### src/hw/sysctl_pkg.sv
/*
  Constants for the system control and DRAM test-access register bank.
  Assumes a byte-wide direct I/O port with a 16-bit address.
*/
// How it works
// RQ1: bit 7 written one enters soft reset; zero leaves it, ports stay disabled.
// RQ2: soft reset clears only the port control register.
// RQ3: any write in 4000-7FFF acts as hardware reset of configuration.
// RQ4: load bit one starts EEPROM auto-load of registers 00 through C3.
// RQ5: load reads one until done, is never loaded, zero write ignored.
// RQ6: start bit begins operation, reads one during buffer init, ports disabled.
// RQ7: stats clear repeats while the bit stays one.
// RQ8: stat select one counts TX resource discards, zero TX data errors.
// RQ9: on violation, disable port if violation disable set, else suspend.
// RQ10: suspended port auto re-enables; disabled port needs management enable.
// RQ11: long bit widens top size bucket to 1531 bytes, else 1518.
// RQ12: frames of 1536 bytes or more are truncated.
// RQ13: bit 0 in-order broadcast flag is read-only, always one.
// RQ14: test data word maps to buffer forward-pointer field.
// RQ15: activity bit 7 of flag register high while test access runs.
// RQ16: host waits for activity to fall before using read data.
// RQ17: four-bit test flag maps to buffer flag field.
// RQ18: address bit 23 high writes, low reads DRAM.
// RQ19: lower 23 address bits give starting word location.
// RQ20: column 7-0, row 15-8, extension bits 16-21 alternate, 22 reserved.
// RQ21: test access starts when address high byte write completes.
// RQ22: host must not rewrite address high byte while active.
package sysctl_pkg;
  localparam logic [15:0] SYSCTL_ADDR = 16'h00D3;
  localparam logic [15:0] DATA_ADDR0 = 16'h00D4;
  localparam logic [15:0] FLAG_ADDR = 16'h00D8;
  localparam logic [15:0] TADDR_ADDR0 = 16'h00D9;
  localparam logic [15:0] TADDR_ADDR2 = 16'h00DB;
  localparam logic [15:0] LOAD_LAST = 16'h00C3;
  localparam logic [1:0] HWRST_TOP = 2'h1;
  localparam int BIT_SWRST = 7;
  localparam int BIT_LOAD = 6;
  localparam int BIT_START = 5;
  localparam int BIT_CLR = 4;
  localparam int BIT_STSEL = 3;
  localparam int BIT_VDIS = 2;
  localparam int BIT_LONG = 1;
  localparam int BIT_IOB = 0;
  localparam int BIT_ACT = 7;
  localparam int BIT_RW = 23;
  localparam logic [7:0] SYSCTL_RST = 8'h01;
  localparam logic [10:0] LONG_MAX = 11'h5FB;
  localparam logic [10:0] NORM_MAX = 11'h5EE;
  localparam logic [10:0] BUCKET_MIN = 11'h400;
  localparam logic [10:0] TRUNC_LEN = 11'h600;
endpackage

### src/hw/viol_port.sv
/*
  Per-port violation handling: disable or suspend.
  Assumes violation level and enable pulses are synchronous.
*/
`timescale 1ns/1ps
module viol_port
(
  // clock and reset
  input wire logic mclk,
  input wire logic rst_n,
  input wire logic ce,
  // control
  input wire logic violation_disable,
  input wire logic viol,
  input wire logic mgmt_enable,
  // state
  output logic disabled_r,
  output logic suspended_r
);
  always_ff @(posedge mclk)
  begin
    if (!rst_n)
    begin
      disabled_r <= 1'b0;
      suspended_r <= 1'b0;
    end
    else if (ce)
    begin
      // RQ9 disable or suspend
      if (viol && violation_disable)
        disabled_r <= 1'b1;
      // RQ10 management re-enable
      else if (mgmt_enable)
        disabled_r <= 1'b0;
      // RQ10 suspend follows condition
      suspended_r <= viol && !violation_disable;
    end
  end
endmodule

### src/hw/size_bucket.sv
/*
  Frame-length classifier for the upper size bucket and truncation.
  Assumes the frame length arrives with a one-cycle valid.
*/
`timescale 1ns/1ps
module size_bucket
(
  // clock and reset
  input wire logic mclk,
  input wire logic rst_n,
  input wire logic ce,
  // frame
  input wire logic long_mode,
  input wire logic len_valid,
  input wire logic [10:0] frame_len,
  // result
  output logic bucket_hit_r,
  output logic truncate_r
);
  wire logic [10:0] top_len;
  // RQ11 bucket upper bound
  assign top_len = long_mode ? sysctl_pkg::LONG_MAX : sysctl_pkg::NORM_MAX;
  always_ff @(posedge mclk)
  begin
    if (!rst_n)
    begin
      bucket_hit_r <= 1'b0;
      truncate_r <= 1'b0;
    end
    else if (ce)
    begin
      bucket_hit_r <= len_valid && frame_len >= sysctl_pkg::BUCKET_MIN && frame_len <= top_len;
      // RQ12 truncate long frames
      truncate_r <= len_valid && frame_len >= sysctl_pkg::TRUNC_LEN;
    end
  end
endmodule

### src/hw/sysctl_regs.sv
/*
  System control and DRAM test-access registers on the direct I/O port.
  Assumes byte writes/reads with one-cycle strobes; EEPROM, buffer init
  and DRAM engines report completion by pulses.
*/
`timescale 1ns/1ps
module sysctl_regs
(
  // clock and reset
  input wire logic mclk,
  input wire logic rst_n,
  input wire logic ce,
  // direct io port
  input wire logic [15:0] dio_addr,
  input wire logic dio_wr,
  input wire logic dio_rd,
  input wire logic [7:0] dio_wdata,
  output logic [7:0] dio_rdata_r,
  // engine handshakes
  input wire logic load_done,
  input wire logic init_done,
  input wire logic dram_done,
  input wire logic [31:0] dram_rd_data,
  input wire logic [3:0] dram_rd_flag,
  output logic load_go_r,
  output logic dram_go_r,
  output logic dram_write_r,
  output logic [22:0] dram_word_addr_r,
  output logic [31:0] test_data_word_r,
  output logic [3:0] test_flag_field_r,
  // switch control
  output logic hw_reset_r,
  output logic port_ctl_clear_r,
  output logic ports_off_r,
  output logic stats_clear_r,
  output logic stat_select_r,
  // port security
  input wire logic viol,
  input wire logic mgmt_enable,
  output logic port_disabled_r,
  output logic port_suspended_r,
  // frame sizing
  input wire logic len_valid,
  input wire logic [10:0] frame_len,
  output logic bucket_hit_r,
  output logic truncate_r
);
  logic swrst_r, load_r, start_r, clr_r, stsel_r, vdis_r, long_r, running_r;
  logic act_r;
  logic [23:0] taddr_r;
  wire logic hw_wr, sc_wr, d_wr, f_wr, a_wr, ahi_wr;
  wire logic [1:0] dsel, asel;
  wire logic [7:0] sc_val, flag_val, rd_mux;
  wire logic [15:0] doff, aoff;
  wire logic [23:0] taddr_nxt;

  ////////////////////////////////////////////////////////////////////////////
  // decode
  // RQ3 hardware reset range
  assign hw_wr = dio_wr && dio_addr[15:14] == sysctl_pkg::HWRST_TOP;
  assign sc_wr = dio_wr && dio_addr == sysctl_pkg::SYSCTL_ADDR;
  assign doff = dio_addr - sysctl_pkg::DATA_ADDR0;
  assign aoff = dio_addr - sysctl_pkg::TADDR_ADDR0;
  assign dsel = doff[1:0];
  assign asel = aoff[1:0];
  assign d_wr = dio_wr && doff[15:2] == 14'h0000;
  assign f_wr = dio_wr && dio_addr == sysctl_pkg::FLAG_ADDR;
  assign a_wr = dio_wr && aoff < 16'h0003;
  // RQ21 high byte triggers access
  assign ahi_wr = dio_wr && dio_addr == sysctl_pkg::TADDR_ADDR2;
  // go must carry the high byte being written, not the old one
  assign taddr_nxt = ahi_wr ? {dio_wdata, taddr_r[15:0]} : taddr_r;
  // RQ13 broadcast flag constant one
  assign sc_val = {swrst_r, load_r, start_r, clr_r, stsel_r, vdis_r, long_r, 1'b1};
  // RQ15 activity bit in flag
  assign flag_val = {act_r, 3'h0, test_flag_field_r};
  assign rd_mux = (dio_addr == sysctl_pkg::SYSCTL_ADDR) ? sc_val :
                  (doff[15:2] == 14'h0000) ? test_data_word_r[8*dsel +: 8] :
                  (dio_addr == sysctl_pkg::FLAG_ADDR) ? flag_val :
                  (aoff < 16'h0003) ? taddr_r[8*asel +: 8] : 8'h00;

  ////////////////////////////////////////////////////////////////////////////
  // system control
  always_ff @(posedge mclk)
  begin
    if (!rst_n || (ce && hw_wr))
    begin
      swrst_r <= 1'b0;
      load_r <= 1'b0;
      start_r <= 1'b0;
      clr_r <= 1'b0;
      stsel_r <= 1'b0;
      vdis_r <= 1'b0;
      long_r <= 1'b0;
      running_r <= 1'b0;
    end
    else if (ce)
    begin
      if (sc_wr)
      begin
        // RQ1 soft reset level
        swrst_r <= dio_wdata[sysctl_pkg::BIT_SWRST];
        // RQ7 clear repeats while set
        clr_r <= dio_wdata[sysctl_pkg::BIT_CLR];
        // RQ8 statistic steering
        stsel_r <= dio_wdata[sysctl_pkg::BIT_STSEL];
        vdis_r <= dio_wdata[sysctl_pkg::BIT_VDIS];
        long_r <= dio_wdata[sysctl_pkg::BIT_LONG];
      end
      // RQ4 RQ5 load sticky until done
      if (sc_wr && dio_wdata[sysctl_pkg::BIT_LOAD])
        load_r <= 1'b1;
      else if (load_done)
        load_r <= 1'b0;
      // RQ6 start until init ends
      if (sc_wr && dio_wdata[sysctl_pkg::BIT_START])
        start_r <= 1'b1;
      else if (init_done)
        start_r <= 1'b0;
      // RQ1 ports stay off after soft reset until buffer init ends after the next start
      if (swrst_r)
        running_r <= 1'b0;
      else if (init_done && start_r)
        running_r <= 1'b1;
    end
  end

  ////////////////////////////////////////////////////////////////////////////
  // test access registers
  always_ff @(posedge mclk)
  begin
    if (!rst_n)
    begin
      test_data_word_r <= 32'h00000000;
      test_flag_field_r <= 4'h0;
      taddr_r <= 24'h000000;
      act_r <= 1'b0;
      dram_go_r <= 1'b0;
    end
    else if (ce)
    begin
      dram_go_r <= ahi_wr;
      // RQ14 forward pointer word
      if (d_wr)
        test_data_word_r[8*dsel +: 8] <= dio_wdata;
      else if (dram_done && !taddr_r[sysctl_pkg::BIT_RW])
        test_data_word_r <= dram_rd_data;
      // RQ17 flag field
      if (f_wr)
        test_flag_field_r <= dio_wdata[3:0];
      else if (dram_done && !taddr_r[sysctl_pkg::BIT_RW])
        test_flag_field_r <= dram_rd_flag;
      if (a_wr)
        taddr_r[8*asel +: 8] <= dio_wdata;
      // RQ15 active until completion, start wins
      if (ahi_wr)
        act_r <= 1'b1;
      else if (dram_done)
        act_r <= 1'b0;
    end
  end

  // RQ15 trigger raises activity
  AST_ACT_SET: assert property (@(posedge mclk) disable iff (!rst_n) // RQ15
    ce && ahi_wr |=> act_r)
    else $error("activity not raised");
  // RQ15 completion drops activity
  AST_ACT_CLR: assert property (@(posedge mclk) disable iff (!rst_n) // RQ15
    ce && dram_done && !ahi_wr |=> !act_r)
    else $error("activity not cleared");
  // RQ21 high byte launches access
  AST_GO_PULSE: assert property (@(posedge mclk) disable iff (!rst_n) // RQ21
    ce && ahi_wr |=> dram_go_r)
    else $error("dram go missing");
  // RQ19 RQ20 address valid with go
  AST_ADDR_GO: assert property (@(posedge mclk) disable iff (!rst_n) // RQ19
    dram_go_r |-> dram_word_addr_r == {1'b0, taddr_r[21:0]})
    else $error("go with stale address");
  // RQ18 direction valid with go
  AST_DIR_GO: assert property (@(posedge mclk) disable iff (!rst_n) // RQ18
    dram_go_r |-> dram_write_r == taddr_r[sysctl_pkg::BIT_RW])
    else $error("go with stale direction");
  // RQ14 read completion loads data
  AST_RD_DATA: assert property (@(posedge mclk) disable iff (!rst_n) // RQ14
    ce && dram_done && !taddr_r[sysctl_pkg::BIT_RW] && !d_wr |=>
    test_data_word_r == $past(dram_rd_data))
    else $error("read data not loaded");
  // RQ17 read completion loads flag
  AST_RD_FLAG: assert property (@(posedge mclk) disable iff (!rst_n) // RQ17
    ce && dram_done && !taddr_r[sysctl_pkg::BIT_RW] && !f_wr |=>
    test_flag_field_r == $past(dram_rd_flag))
    else $error("read flag not loaded");
  // RQ13 broadcast flag reads one
  AST_IOB_ONE: assert property (@(posedge mclk) disable iff (!rst_n) // RQ13
    ce && dio_rd && dio_addr == sysctl_pkg::SYSCTL_ADDR |=> dio_rdata_r[0])
    else $error("broadcast flag not one");
  // RQ5 load set by one write
  AST_LOAD_SET: assert property (@(posedge mclk) disable iff (!rst_n) // RQ5
    ce && sc_wr && dio_wdata[sysctl_pkg::BIT_LOAD] |=> load_r)
    else $error("load not set");
  // RQ5 load held until done
  AST_LOAD_HOLD: assert property (@(posedge mclk) disable iff (!rst_n) // RQ5
    load_r && !load_done && !hw_wr && ce |=> load_r)
    else $error("load dropped");
  // RQ4 load launches the auto-load
  AST_LOAD_GO: assert property (@(posedge mclk) disable iff (!rst_n) // RQ4
    ce && sc_wr && dio_wdata[sysctl_pkg::BIT_LOAD] && !load_r |=> load_go_r)
    else $error("load go missing");
  // RQ4 no relaunch while busy
  AST_LOAD_ONCE: assert property (@(posedge mclk) disable iff (!rst_n) // RQ4
    ce && load_r |=> !load_go_r)
    else $error("load go while busy");
  // RQ6 start set by one write
  AST_START_SET: assert property (@(posedge mclk) disable iff (!rst_n) // RQ6
    ce && sc_wr && dio_wdata[sysctl_pkg::BIT_START] |=> start_r)
    else $error("start not set");
  // RQ6 start held until init ends
  AST_START_HOLD: assert property (@(posedge mclk) disable iff (!rst_n) // RQ6
    start_r && !init_done && !hw_wr && ce |=> start_r)
    else $error("start dropped");
  // RQ6 RQ1 ports off in init and reset
  AST_PORTS_OFF: assert property (@(posedge mclk) disable iff (!rst_n) // RQ6
    ce && (start_r || swrst_r) |=> ports_off_r)
    else $error("ports not off");
  // RQ1 soft reset stops running
  AST_RUN_CLR: assert property (@(posedge mclk) disable iff (!rst_n) // RQ1
    ce && swrst_r |=> !running_r)
    else $error("running kept in soft reset");
  // RQ2 soft reset clears port control
  AST_PORT_CLR: assert property (@(posedge mclk) disable iff (!rst_n) // RQ2
    ce && swrst_r |=> port_ctl_clear_r)
    else $error("port control not cleared");
  // RQ3 hardware reset range clears
  AST_HWRST: assert property (@(posedge mclk) disable iff (!rst_n) // RQ3
    ce && hw_wr |=> !clr_r && !stsel_r && !swrst_r)
    else $error("hw reset no clear");
  // RQ3 hardware reset reported
  AST_HWRST_OUT: assert property (@(posedge mclk) disable iff (!rst_n) // RQ3
    ce && hw_wr |=> hw_reset_r)
    else $error("hw reset not reported");
  // RQ7 clear driven while set
  AST_CLR_OUT: assert property (@(posedge mclk) disable iff (!rst_n) // RQ7
    ce && clr_r |=> stats_clear_r)
    else $error("stats clear not driven");
  // RQ8 statistic select driven
  AST_STSEL_OUT: assert property (@(posedge mclk) disable iff (!rst_n) // RQ8
    ce && stsel_r |=> stat_select_r)
    else $error("stat select not driven");

  ////////////////////////////////////////////////////////////////////////////
  // registered outputs
  always_ff @(posedge mclk)
  begin
    if (!rst_n)
    begin
      dio_rdata_r <= 8'h00;
      load_go_r <= 1'b0;
      hw_reset_r <= 1'b0;
      port_ctl_clear_r <= 1'b0;
      ports_off_r <= 1'b1;
      stats_clear_r <= 1'b0;
      stat_select_r <= 1'b0;
      dram_write_r <= 1'b0;
      dram_word_addr_r <= 23'h000000;
    end
    else if (ce)
    begin
      if (dio_rd)
        dio_rdata_r <= rd_mux;
      load_go_r <= sc_wr && dio_wdata[sysctl_pkg::BIT_LOAD] && !load_r;
      hw_reset_r <= hw_wr;
      // RQ2 soft reset clears port control only
      port_ctl_clear_r <= swrst_r;
      // RQ1 RQ6 ports held off
      ports_off_r <= swrst_r || start_r || !running_r;
      stats_clear_r <= clr_r;
      stat_select_r <= stsel_r;
      // RQ18 direction bit
      dram_write_r <= taddr_nxt[sysctl_pkg::BIT_RW];
      // RQ19 RQ20 column, row, extension bits passed as laid out
      dram_word_addr_r <= {1'b0, taddr_nxt[21:0]};
    end
  end

  ////////////////////////////////////////////////////////////////////////////
  // leaf blocks
  viol_port u_viol
  (
    .mclk(mclk),
    .rst_n(rst_n),
    .ce(ce),
    .violation_disable(vdis_r),
    .viol(viol),
    .mgmt_enable(mgmt_enable),
    .disabled_r(port_disabled_r),
    .suspended_r(port_suspended_r)
  );

  size_bucket u_size
  (
    .mclk(mclk),
    .rst_n(rst_n),
    .ce(ce),
    .long_mode(long_r),
    .len_valid(len_valid),
    .frame_len(frame_len),
    .bucket_hit_r(bucket_hit_r),
    .truncate_r(truncate_r)
  );
endmodule

### config.mk
export PLATFORM = sky130hd
export DESIGN_NAME = sysctl_regs
export DESIGN_NICKNAME = d
export VERILOG_FILES = /design/src/hw/sysctl_pkg.sv /design/src/hw/viol_port.sv /design/src/hw/size_bucket.sv /design/src/hw/sysctl_regs.sv
export SDC_FILE = /design/constraint.sdc
export NUM_CORES = 1
export LEC_CHECK = 0
export CORE_AREA = 3 3 106 108
export DETAILED_ROUTE_END_ITERATION = 8
export DIE_AREA = 0 0 109 111
export DONT_BUFFER_PORTS = 1
export PLACE_DENSITY = 0.75
export SETUP_SLACK_MARGIN = 0.15
export SLEW_MARGIN = 25
export SYNTH_ARGS = -nofsm -noshare
export SYNTH_HDL_FRONTEND = slang
export SYNTH_SLANG_ARGS = --single-unit
### constraint.sdc
create_clock -name mclk -period 4.6 [get_ports mclk]
set_input_delay 0.92 -clock mclk [delete_from_list [all_inputs] [get_ports mclk]]
set_output_delay 0.92 -clock mclk [all_outputs]
set_load 0.05 [all_outputs]
==> summary.txt, run 1 <==
Worst setup path
  • Cell Chain, Critical Path: nor4_4, a31oi_1, nand4b_1, nor2_2, buf_4, mux2i_1, o2111a_1
  • Setup Crit Path Kind: in2reg
  • WP data arrival: 3370 ps
  • Worst Setup End Kind: flop
  • FF-to-FF setup slack: 2540 ps
  • Largest stage delay, worst path: 680 ps
  • Crit path max-delay family: simple AND/OR/NAND/NOR gates
  • CP max-delay cell: mux2i_1
  • Reg2reg end: test_data_word_r[26]
  • Crit path buf inv count: 1
  • R2r startpoint: taddr_r[23]
  • R2R depth: 4
  • CP Max Fanout: 51
  • Req. time, crit path: 4930 ps
  • CP Launch Point: dio_addr[8]
  • Worst Setup Start Kind: input pin

Logic synthesis
  • FF+latch count, synth: 111
  • Synth area leader: dfxtp_1
  • Post-Synthesis Cells: 687
  • Synth unique cells: 68
  • Synth top area share: 0.359
  • Synth Net Count: 780
  • Sequential fraction of the synthesis area: 0.359
  • Asr flop ratio synth: 0
  • Synth Flop Type: dfxtp_1
  • Area contributors post-synth: dfxtp_1 (36%), mux2i_1 (9.7%), nand2_1 (6.2%)
  • Number of flops mapped to enable cells by yosys: 0
  • Synth warn: 0
  • Syn avg cell area: 9.02 um^2
  • Syn Std Cell Area: 6200 um^2

Place
  • Post-Place Cells: 772
  • Dpl ws: 1240 ps
  • Port bufs: 0
  • Dpl hpwl: 12600 um
  • Gpl congestion: 0.939

Timing
  • Tcrit/Tclk final: 0.663
  • Crit path time final: 3050 ps
  • Slew HR: 0.235
  • Final number of hold-violating endpoints: 0
  • Clock Skew: 15.7 ps
  • RSZ-0062 raised after global routing: no
  • Pin slew with the least headroom to its limit: 1140 ps
  • Final Max Slew Viols: 0
  • Setup Viol. Count Final: 0
  • Fmax: 328 MHz
  • Final setup margin: 1550 ps
  • TNS Setup: 0 ps

Global routing
  • Global-route wire length before repair: 27800 um
  • Initial antenna violation count: 0
  • Vias in the first global route: 5159
  • Largest net degree at the start of global routing: 131
  • Most used routing layer: met2
  • Met3 Resource Use GR: 0.0920
  • Tot GR Track Use: 0.293
  • Overflow after GRT: 0
  • Met2 Resource Use GR: 0.471
  • Global routing met1 resource utilization: 0.363

Clock network
  • Max clock buf depth: 2
  • Clock-pin slew on the worst setup and hold paths: 100 ps
  • Clock tree sinks: 111
  • Clk_lat worst skew: 380 ps
  • CTS Hold Bufs: 0
  • CTS H-tree depth: 3
  • Post-CTS sizing: 0
  • Root buffer cell: clkbuf_8
  • Total CTS buffers: 9
  • Setup Fix Bufs, Post-CTS: 0
  • CTS tree: built

Detailed routing
  • Routed wire per std cell: 22.6 um
  • Via count: 5330
  • DRC violations left: 0
  • Routed wire length: 17800 um
  • Post-DRT Antenna Nets: 0
  • Vias per inst: 6.78
  • Initial drt markers: 540
  • Drt pass-1 iters: 8

Finish
  • Most frequent cells in the layout: dfxtp_1 (111), nand2_1 (102), mux2i_1 (60)
  • Final std cells w/o fill: 786
  • Layout area overhead: 2.61%
  • Post-layout net count: 740
  • ANT cells: 0
  • Fraction of layout cells with a size suffix above 1: 0.0754
  • Commonest non-fill, non-tap cell in the layout: dfxtp_1

Pwr
  • Psw: 0.549 mW
  • Lkg Pwr: 2.45 nW
  • Total Power: 1.89 mW
  • Sw frac: 0.290
  • Int Pwr: 1.34 mW
  • Clk pwr share: 0.324
  • Register share of total power: 0.595
  • Combinational fraction of design power: 0.081
  • VDD IR max: 0.195 mV
  • Cell area power density: 298 nW/um^2

Hold path
  • Hold wc startpoint: taddr_r[22]
  • Hold depth: 2
  • Hold Path Class: reg2reg
  • Endpoint, Worst Hold: taddr_r[22]

Floorplanning
  • Std cell rows: 37
  • Die area: 12100 um^2
  • Initial standard-cell utilization of the core: 0.600
  • Die Width: 109 um
  • IO Count: 161
  • Die height: 111 um
  • Core area: 10300 um^2

Job
  • Max-cap viol count: 0

Outcome
  • Run status: complete, no violations
tightest hold or removal path, cell delays in order (launching register included):
cell	delay [ps]
dfxtp_1	320
nand2_1	50
mux2i_1	60
layout make-up:
class / count / area (um^2)
tap: 136 / 170
timing repair buffer: 1 / 7.51
multi-input combinational: 510 / 3710
clock inverter: 2 / 38.8
fill: 893 / 3970
inverter: 14 / 52.6
clock buffer: 12 / 155
sequential: 111 / 2220
worst max-delay path by stage:
stage	endpoint	cells after the start
5_1_grt	test_data_word_r[26]	8
3_5_place_dp	test_data_word_r[28]	7
6_report	test_data_word_r[26]	7
3_3_place_gp	test_data_word_r[23]	7
2_1_floorplan	taddr_r[0]	10
4_1_cts	test_data_word_r[26]	7
per-layer routing:
layer  up-vias  share of wire
met5         -        0.00084
met4         2          0.028
met3        40           0.11
met2       308           0.48
li1       2449              -
met1      2531           0.38
power groups by stage:
stage               sequential, mW  combinational [mW]  clock, mW
CTS                           1.13               0.152      0.613
global route                  1.13               0.169      0.661
floorplan                     1.13               0.168          0
global placement              1.15               0.146          0
finish                        1.13               0.153      0.614
detailed placement            1.15               0.151          0
cells in the mapped netlist (all sizes together), types with 11 or more instances:
library cell,n
o31ai,13
nand2,102
o21ai,30
buf,13
nor2b,24
clkbuf,39
ha,11
or3,29
a21oi,34
nand3,28
o2111a,24
dfxtp,111
inv,14
nor2,18
o211a,11
mux2i,60
flip-flops by register name, summed over array words and instances, names as in the netlist, 4 cells and up:
| name | flops |
|---|---|
| test_flag_field_r | 4 |
| taddr_r | 24 |
| test_data_word_r | 32 |
| dio_rdata_r | 8 |
| dram_word_addr_r | 22 |
per-stage QoR:
step | area (um^2) | utilization | hold WS [ps]
global placement | 6160 | 0.597 | 446
global route | 6360 | 0.616 | 512
floorplan | 6200 | - | 439
CTS | 6350 | 0.615 | 473
detailed placement | 6160 | 0.597 | 459
finish | 6360 | 0.616 | 472
logic make-up after synthesis:
family,Yosys count,synth area share
AND/OR/NAND/NOR,256,0.231
flip-flops,111,0.359
buffers and inverters,66,0.0432
other,1,0.000605
XOR/XNOR,1,0.00141
adder cells (fa/ha/maj),11,0.0222
multiplexers,76,0.141
AO/OA/AOI/OAI,165,0.202
No activity file was read; power rests on OpenSTA's default activity.
==> run 2: changes to the inputs <==
CORE_AREA = 3 3 108 110   (was 3 3 106 108)
DIE_AREA = 0 0 111 113   (was 0 0 109 111)
clock period = 2.5 ns   (was 4.6 ns; I/O delays follow)
==> run 2 against run 1 <==
  * Count of clock-buffer cells in the layout unchanged
  * Sequential share of layout area shrank 2.1 points
  * Critical path depth is 1 lower
  * Clock power increased by 82%
  * Largest power group unchanged
  * First-iteration DRC count is 7.8% higher
==> summary.txt, run 2 (synthesis gave the netlist of run 1 again) <==
Place
  • Gpl congestion: 0.935 (-0.45%)
  • Dpl hpwl: 13000 um (+2.9%)
  • Placement Cell Area: 6560 um^2 (+6.6%)
  • Port bufs: 0 (unchanged)
  • Post-Place Cells: 822 (+6.5%)

Global routing
  • Global-route wire length before repair: 28300 um (+1.8%)
  • Initial antenna violation count: 1 (+1)
  • Tot GR Track Use: 0.280 (-0.0133)
  • Vias in the first global route: 5266 (+2.1%)
  • Overflow after GRT: 0 (unchanged)
  • Largest net degree at the start of global routing: 131 (unchanged)

Timing
  • Tcrit/Tclk final: 0.876
  • TNS Setup: 0 ps (unchanged)
  • WHS: 236 ps (-236 ps)
  • Final Max Slew Viols: 0 (unchanged)
  • Pin slew with the least headroom to its limit: 759 ps (-379 ps)
  • Final number of hold-violating endpoints: 0 (unchanged)
  • Setup Viol. Count Final: 0 (unchanged)
  • Slew HR: 0.480 (+0.245)
  • Clock Skew: 15.1 ps (-0.587 ps)
  • Fmax: 457 MHz
  • Crit path time final: 2190 ps
  • RSZ-0062 raised after global routing: no

Hold path
  • Hold Path Class: in2reg

Job
  • Max-cap viol count: 0 (unchanged)

Worst setup path
  • CP Max Fanout: 7 (-86%)
  • WP data arrival: 2520 ps (-850 ps)
  • CP most frequent cell: nor4_4
  • Worst Setup Start Kind: input pin
  • Cell Chain, Critical Path: nor4_4, nand3_1, nor4_4, nand2_1, a21boi_0, o211a_1
  • Req. time, crit path: 2830 ps (-2100 ps)
  • Largest stage delay, worst path: 460 ps (-220 ps)
  • Setup Crit Path Kind: in2reg
  • Worst Setup End Kind: flop
  • CP max-delay cell: nor4_4

Clock network
  • Post-CTS sizing: 0 (unchanged)
  • CTS Hold Bufs: 0 (unchanged)
  • Root buffer cell: clkbuf_8
  • Setup Fix Bufs, Post-CTS: 0 (unchanged)
  • Clk_lat worst skew: 390 ps (about the same)
  • CTS tree: built
  • Max clock buf depth: 2 (unchanged)
  • Total CTS buffers: 9 (unchanged)
  • Clock tree sinks: 111 (unchanged)
  • CTS H-tree depth: 3 (unchanged)
  • Clock-pin slew on the worst setup and hold paths: 100 ps (about the same)

Finish
  • Final std cells w/o fill: 839 (+6.7%)
  • Util after Layout: 0.627 (+0.0113)
  • Layout area overhead: 9.23%
  • Fin area: 6770 um^2 (+6.5%)
  • Top Registers: test_data_word_r x32, taddr_r x24, dram_word_addr_r x22
  • Commonest non-fill, non-tap cell in the layout: dfxtp_1
  • Fraction of layout cells with a size suffix above 1: 0.143 (+0.0679)
  • Post-layout net count: 786 (+6.2%)
  • Max reg flops: 32 (unchanged)
  • Most frequent cells in the layout: dfxtp_1 (111), nand2_1 (102), mux2i_1 (59)
  • Top reg by flops: test_data_word_r

Detailed routing
  • Vias per inst: 6.52 (-3.9%)
  • Initial drt markers: 582 (+7.8%)
  • DRC violations left: 0 (unchanged)
  • Post-DRT Antenna Nets: 0 (unchanged)
  • Routed wire length: 17800 um (+0.37%)
  • Via count: 5469 (+2.6%)
  • Routed wire per std cell: 21.3 um (-6.0%)
  • Drt pass-1 iters: 6 (-2)

Pwr
  • Cell area power density: 523 nW/um^2 (+76%)
  • VDD IR max: 0.469 mV (+140%)
  • Lkg Pwr: 2.70 nW (+10%)

Floorplanning
  • IO Count: 161 (unchanged)
  • Die height: 113 um (+1.8%)
  • Std cell rows: 38 (+2.7%)
  • Initial standard-cell utilization of the core: 0.574 (-0.0261)
  • Die Width: 111 um (+1.8%)
  • Die area: 12500 um^2 (+3.7%)
  • Core area: 10800 um^2 (+4.5%)

Outcome
  • Run status: complete, no violations
==> run 2: cell types whose count changed in the layout (fill, tap and decap cells not counted), sizes merged <==
cell | before | now
buf | 1 | 47
clkinv | 0 | 2
diode | 0 | 1
==> run 2: worst paths after layout <==
path	start	to	slack, ps	cells after the start
setup / recovery	dio_addr[8]	test_flag_field_r[2]	310	6
hold reg to reg	taddr_r[22]	taddr_r[22]	480	2
setup reg to reg	taddr_r[23]	test_data_word_r[7]	730	5
hold / removal	ce	running_r	240	1
==> run 2: critical path, delay by kind of cell <==
family          cells  cell delay [ps]
compound gates      2              670
simple gates        4             1360
==> run 2: cell type report <==
cell class,count,area [um^2]
fill,899,4030
multi-input combinational,510,3730
sequential,111,2220
timing repair buffer,47,378
tap,140,175
clock buffer,12,145
inverter,14,62.6
clock inverter,4,52.6
antenna,1,2.50
==> run 2: report_power, final <==
| group | internal, mW | switching [mW] | leakage (nW) |
|---|---|---|---|
| Combinational | 0.187 | 0.264 | 1.70 |
| Clock | 0.497 | 0.621 | 0.101 |
| Sequential | 1.82 | 0.147 | 0.904 |
| Total | 2.50 | 1.03 | 2.70 |
==> run 2: layer usage <==
layer  GRT usage  wire, um  up-vias
met5           0         0        -
met4       0.126       479        0
met3      0.0791      1910       36
met2       0.424      8110      316
met1       0.374      7360     2572
li1            -         -     2545
==> run 2: metrics by stage <==
step	worst slack (ps)	total power [mW]
final	310	3.54
after global routing	158	3.65
after CTS	327	3.55
after detailed placement	-54.6	2.45
after global placement	-9.38	2.44
after floorplan	18.3	2.40
==> run 3: changes to the inputs <==
CELL_PAD_IN_SITES_DETAIL_PLACEMENT = 2   (was unset)
CELL_PAD_IN_SITES_GLOBAL_PLACEMENT = 2   (was unset)
CORE_AREA = 3 3 139 141   (was 3 3 108 110)
CTS_CLUSTER_DIAMETER = 150   (was unset)
DIE_AREA = 0 0 142 144   (was 0 0 111 113)
PLACE_DENSITY = unset   (was 0.75)
PLACE_DENSITY_LB_ADDON = 0.1   (was unset)
==> run 3 against run 2 <==
  * Utilization shrank 24 points
  * Clock skew down 7.9 ps
  * Combinational power grew 5.3%
  * Flip-flop and latch count unchanged
  * Fmax down 1.0%
==> summary.txt, run 3 (synthesis gave the netlist of run 1 again) <==
Outcome
  • Run status: complete, no violations

Detailed routing
  • Post-DRT Antenna Nets: 0 (unchanged)
  • Drt pass-1 iters: 4 (-2)
  • Vias per inst: 5.92 (-9.1%)
  • Via count: 5538 (+1.3%)
  • DRC violations left: 0 (unchanged)
  • Initial drt markers: 262 (-55%)
  • Routed wire per std cell: 25.8 um (+21%)
  • Routed wire length: 24200 um (+35%)

Floorplanning
  • Initial standard-cell utilization of the core: 0.343 (-0.231)
  • Die area: 20400 um^2 (+63%)
  • IO Count: 161 (unchanged)
  • Std cell rows: 49 (+29%)
  • Core area: 18100 um^2 (+68%)
  • Die height: 144 um (+27%)
  • Die Width: 142 um (+28%)

Finish
  • Util after Layout: 0.388 (-0.239)
  • Max reg flops: 32 (unchanged)
  • Top reg by flops: test_data_word_r
  • Commonest non-fill, non-tap cell in the layout: dfxtp_1
  • Fin area: 7020 um^2 (+3.7%)
  • Most frequent cells in the layout: dfxtp_1 (111), nand2_1 (102), mux2i_1 (58)
  • Final std cells w/o fill: 935 (+11%)
  • Top Registers: test_data_word_r x32, taddr_r x24, dram_word_addr_r x22
  • Layout area overhead: 13.3%
  • Fraction of layout cells with a size suffix above 1: 0.152 (+0.00894)
  • Post-layout net count: 791 (+0.64%)

Pwr
  • Cell area power density: 550 nW/um^2 (+5.2%)
  • Lkg Pwr: 2.76 nW (+2.2%)
  • VDD IR max: 0.320 mV (-32%)

Worst setup path
  • WP data arrival: 2510 ps (about the same)
  • Worst Setup Start Kind: input pin
  • Crit path buf inv count: 1 (+1)
  • Worst Setup End Kind: flop
  • Largest stage delay, worst path: 540 ps (+80 ps)
  • Setup Crit Path Kind: in2reg
  • Req. time, crit path: 2800 ps (-30 ps)
  • CP Max Fanout: 12 (+5)
  • CP max-delay cell: mux2i_2
  • Cell Chain, Critical Path: o21a_1, o21ai_0, mux2i_1, nand4b_1, nor2_2, buf_4, mux2i_2, o2111a_1
  • Crit path max-delay family: multiplexers

Clock network
  • CTS Hold Bufs: 0 (unchanged)
  • Root buffer cell: clkbuf_16
  • CTS H-tree depth: 3 (unchanged)
  • Max clock buf depth: 2 (unchanged)
  • Clock-pin slew on the worst setup and hold paths: 70 ps (-30 ps)
  • Total CTS buffers: 9 (unchanged)
  • CTS tree: built
  • Clock tree sinks: 111 (unchanged)
  • Setup Fix Bufs, Post-CTS: 0 (unchanged)
  • Clk_lat worst skew: 360 ps (-30 ps)

Timing
  • Pin slew with the least headroom to its limit: 822 ps (+63.0 ps)
  • Final Max Slew Viols: 0 (unchanged)
  • Clock Skew: 7.14 ps (-7.93 ps)
  • Final number of hold-violating endpoints: 0 (unchanged)
  • Setup Viol. Count Final: 0 (unchanged)
  • Crit path time final: 2210 ps (+22.2 ps)
  • Tcrit/Tclk final: 0.885 (+0.00887)
  • WHS: 221 ps (-15.1 ps)
  • RSZ-0062 raised after global routing: yes
  • Slew HR: 0.448 (-0.0318)
  • Fmax: 452 MHz (-1.0%)
  • Final setup margin: 288 ps (-22.2 ps)

Global routing
  • Largest net degree at the start of global routing: 131 (unchanged)
  • Initial antenna violation count: 4 (+3)
  • Overflow after GRT: 0 (unchanged)
  • Tot GR Track Use: 0.234 (-0.0461)
  • Global-route wire length before repair: 36700 um (+30%)
  • Vias in the first global route: 6002 (+14%)

Place
  • Gpl congestion: 0.816 (-13%)
  • Dpl hpwl: 17800 um (+37%)
  • Port bufs: 0 (unchanged)
  • Placement Cell Area: 6730 um^2 (+2.5%)
  • Dpl ws: -265 ps (-210 ps)
  • Post-Place Cells: 916 (+11%)

Job
  • Max-cap viol count: 0 (unchanged)

Hold path
  • Hold Path Class: in2reg
==> run 3: routing by layer <==
metal  global-route usage  share of wire  vias up
li1                     -              -     2552
met5                    0        0.00054        -
met3               0.0615          0.072       26
met1                0.296           0.42     2797
met2                0.400           0.49      161
met4               0.0551          0.017        2
==> run 3: per-stage QoR <==
| step | setup TNS, ps | total power, mW |
|---|---|---|
| 3_5_place_dp | -3780 | 2.49 |
| 4_1_cts | 0 | 3.89 |
| 2_1_floorplan | 0 | 2.40 |
| 6_report | 0 | 3.86 |
| 3_3_place_gp | -1540 | 2.47 |
| 5_1_grt | 0 | 4.00 |
==> run 3: worst reg2reg max path: cells and delay by family (launching register included) <==
kind                   cells  cell delay (ps)
and+or+nand+nor            3              960
DFF                        1              370
buffers and inverters      1              330
AOI/OAI and AO/OA          1              160
==> run 3: area by class of cell <==
cell class	count	area, um^2
Fill cell	1946	11100
Multi-Input combinational cell	510	3730
Sequential cell	111	2220
Timing Repair Buffer	52	432
Tap cell	229	287
Clock buffer	11	243
Inverter	14	62.6
Clock inverter	5	33.8
Antenna cell	3	7.51
==> run 3: final timing paths <==
kind / start / end / slack, ps / cells after the start
setup / recovery: dio_addr[2] / test_data_word_r[25] / 290 / 8
hold / removal: rst_n / ports_off_r / 220 / 1
setup reg to reg: taddr_r[23] / test_data_word_r[6] / 570 / 5
hold reg to reg: taddr_r[22] / taddr_r[22] / 470 / 2
==> run 3: repair_timing <==
action / CTS / global route
endpoints found under the hold margin: 0 / 0
resized for setup: 2 / 1
setup endpoints to repair: 16 / 10
==> run 3: power by group <==
part / switching (mW) / internal (mW) / total, mW
combinational: 0.281 / 0.192 / 0.474
clock: 0.709 / 0.704 / 1.41
sequential: 0.151 / 1.82 / 1.97
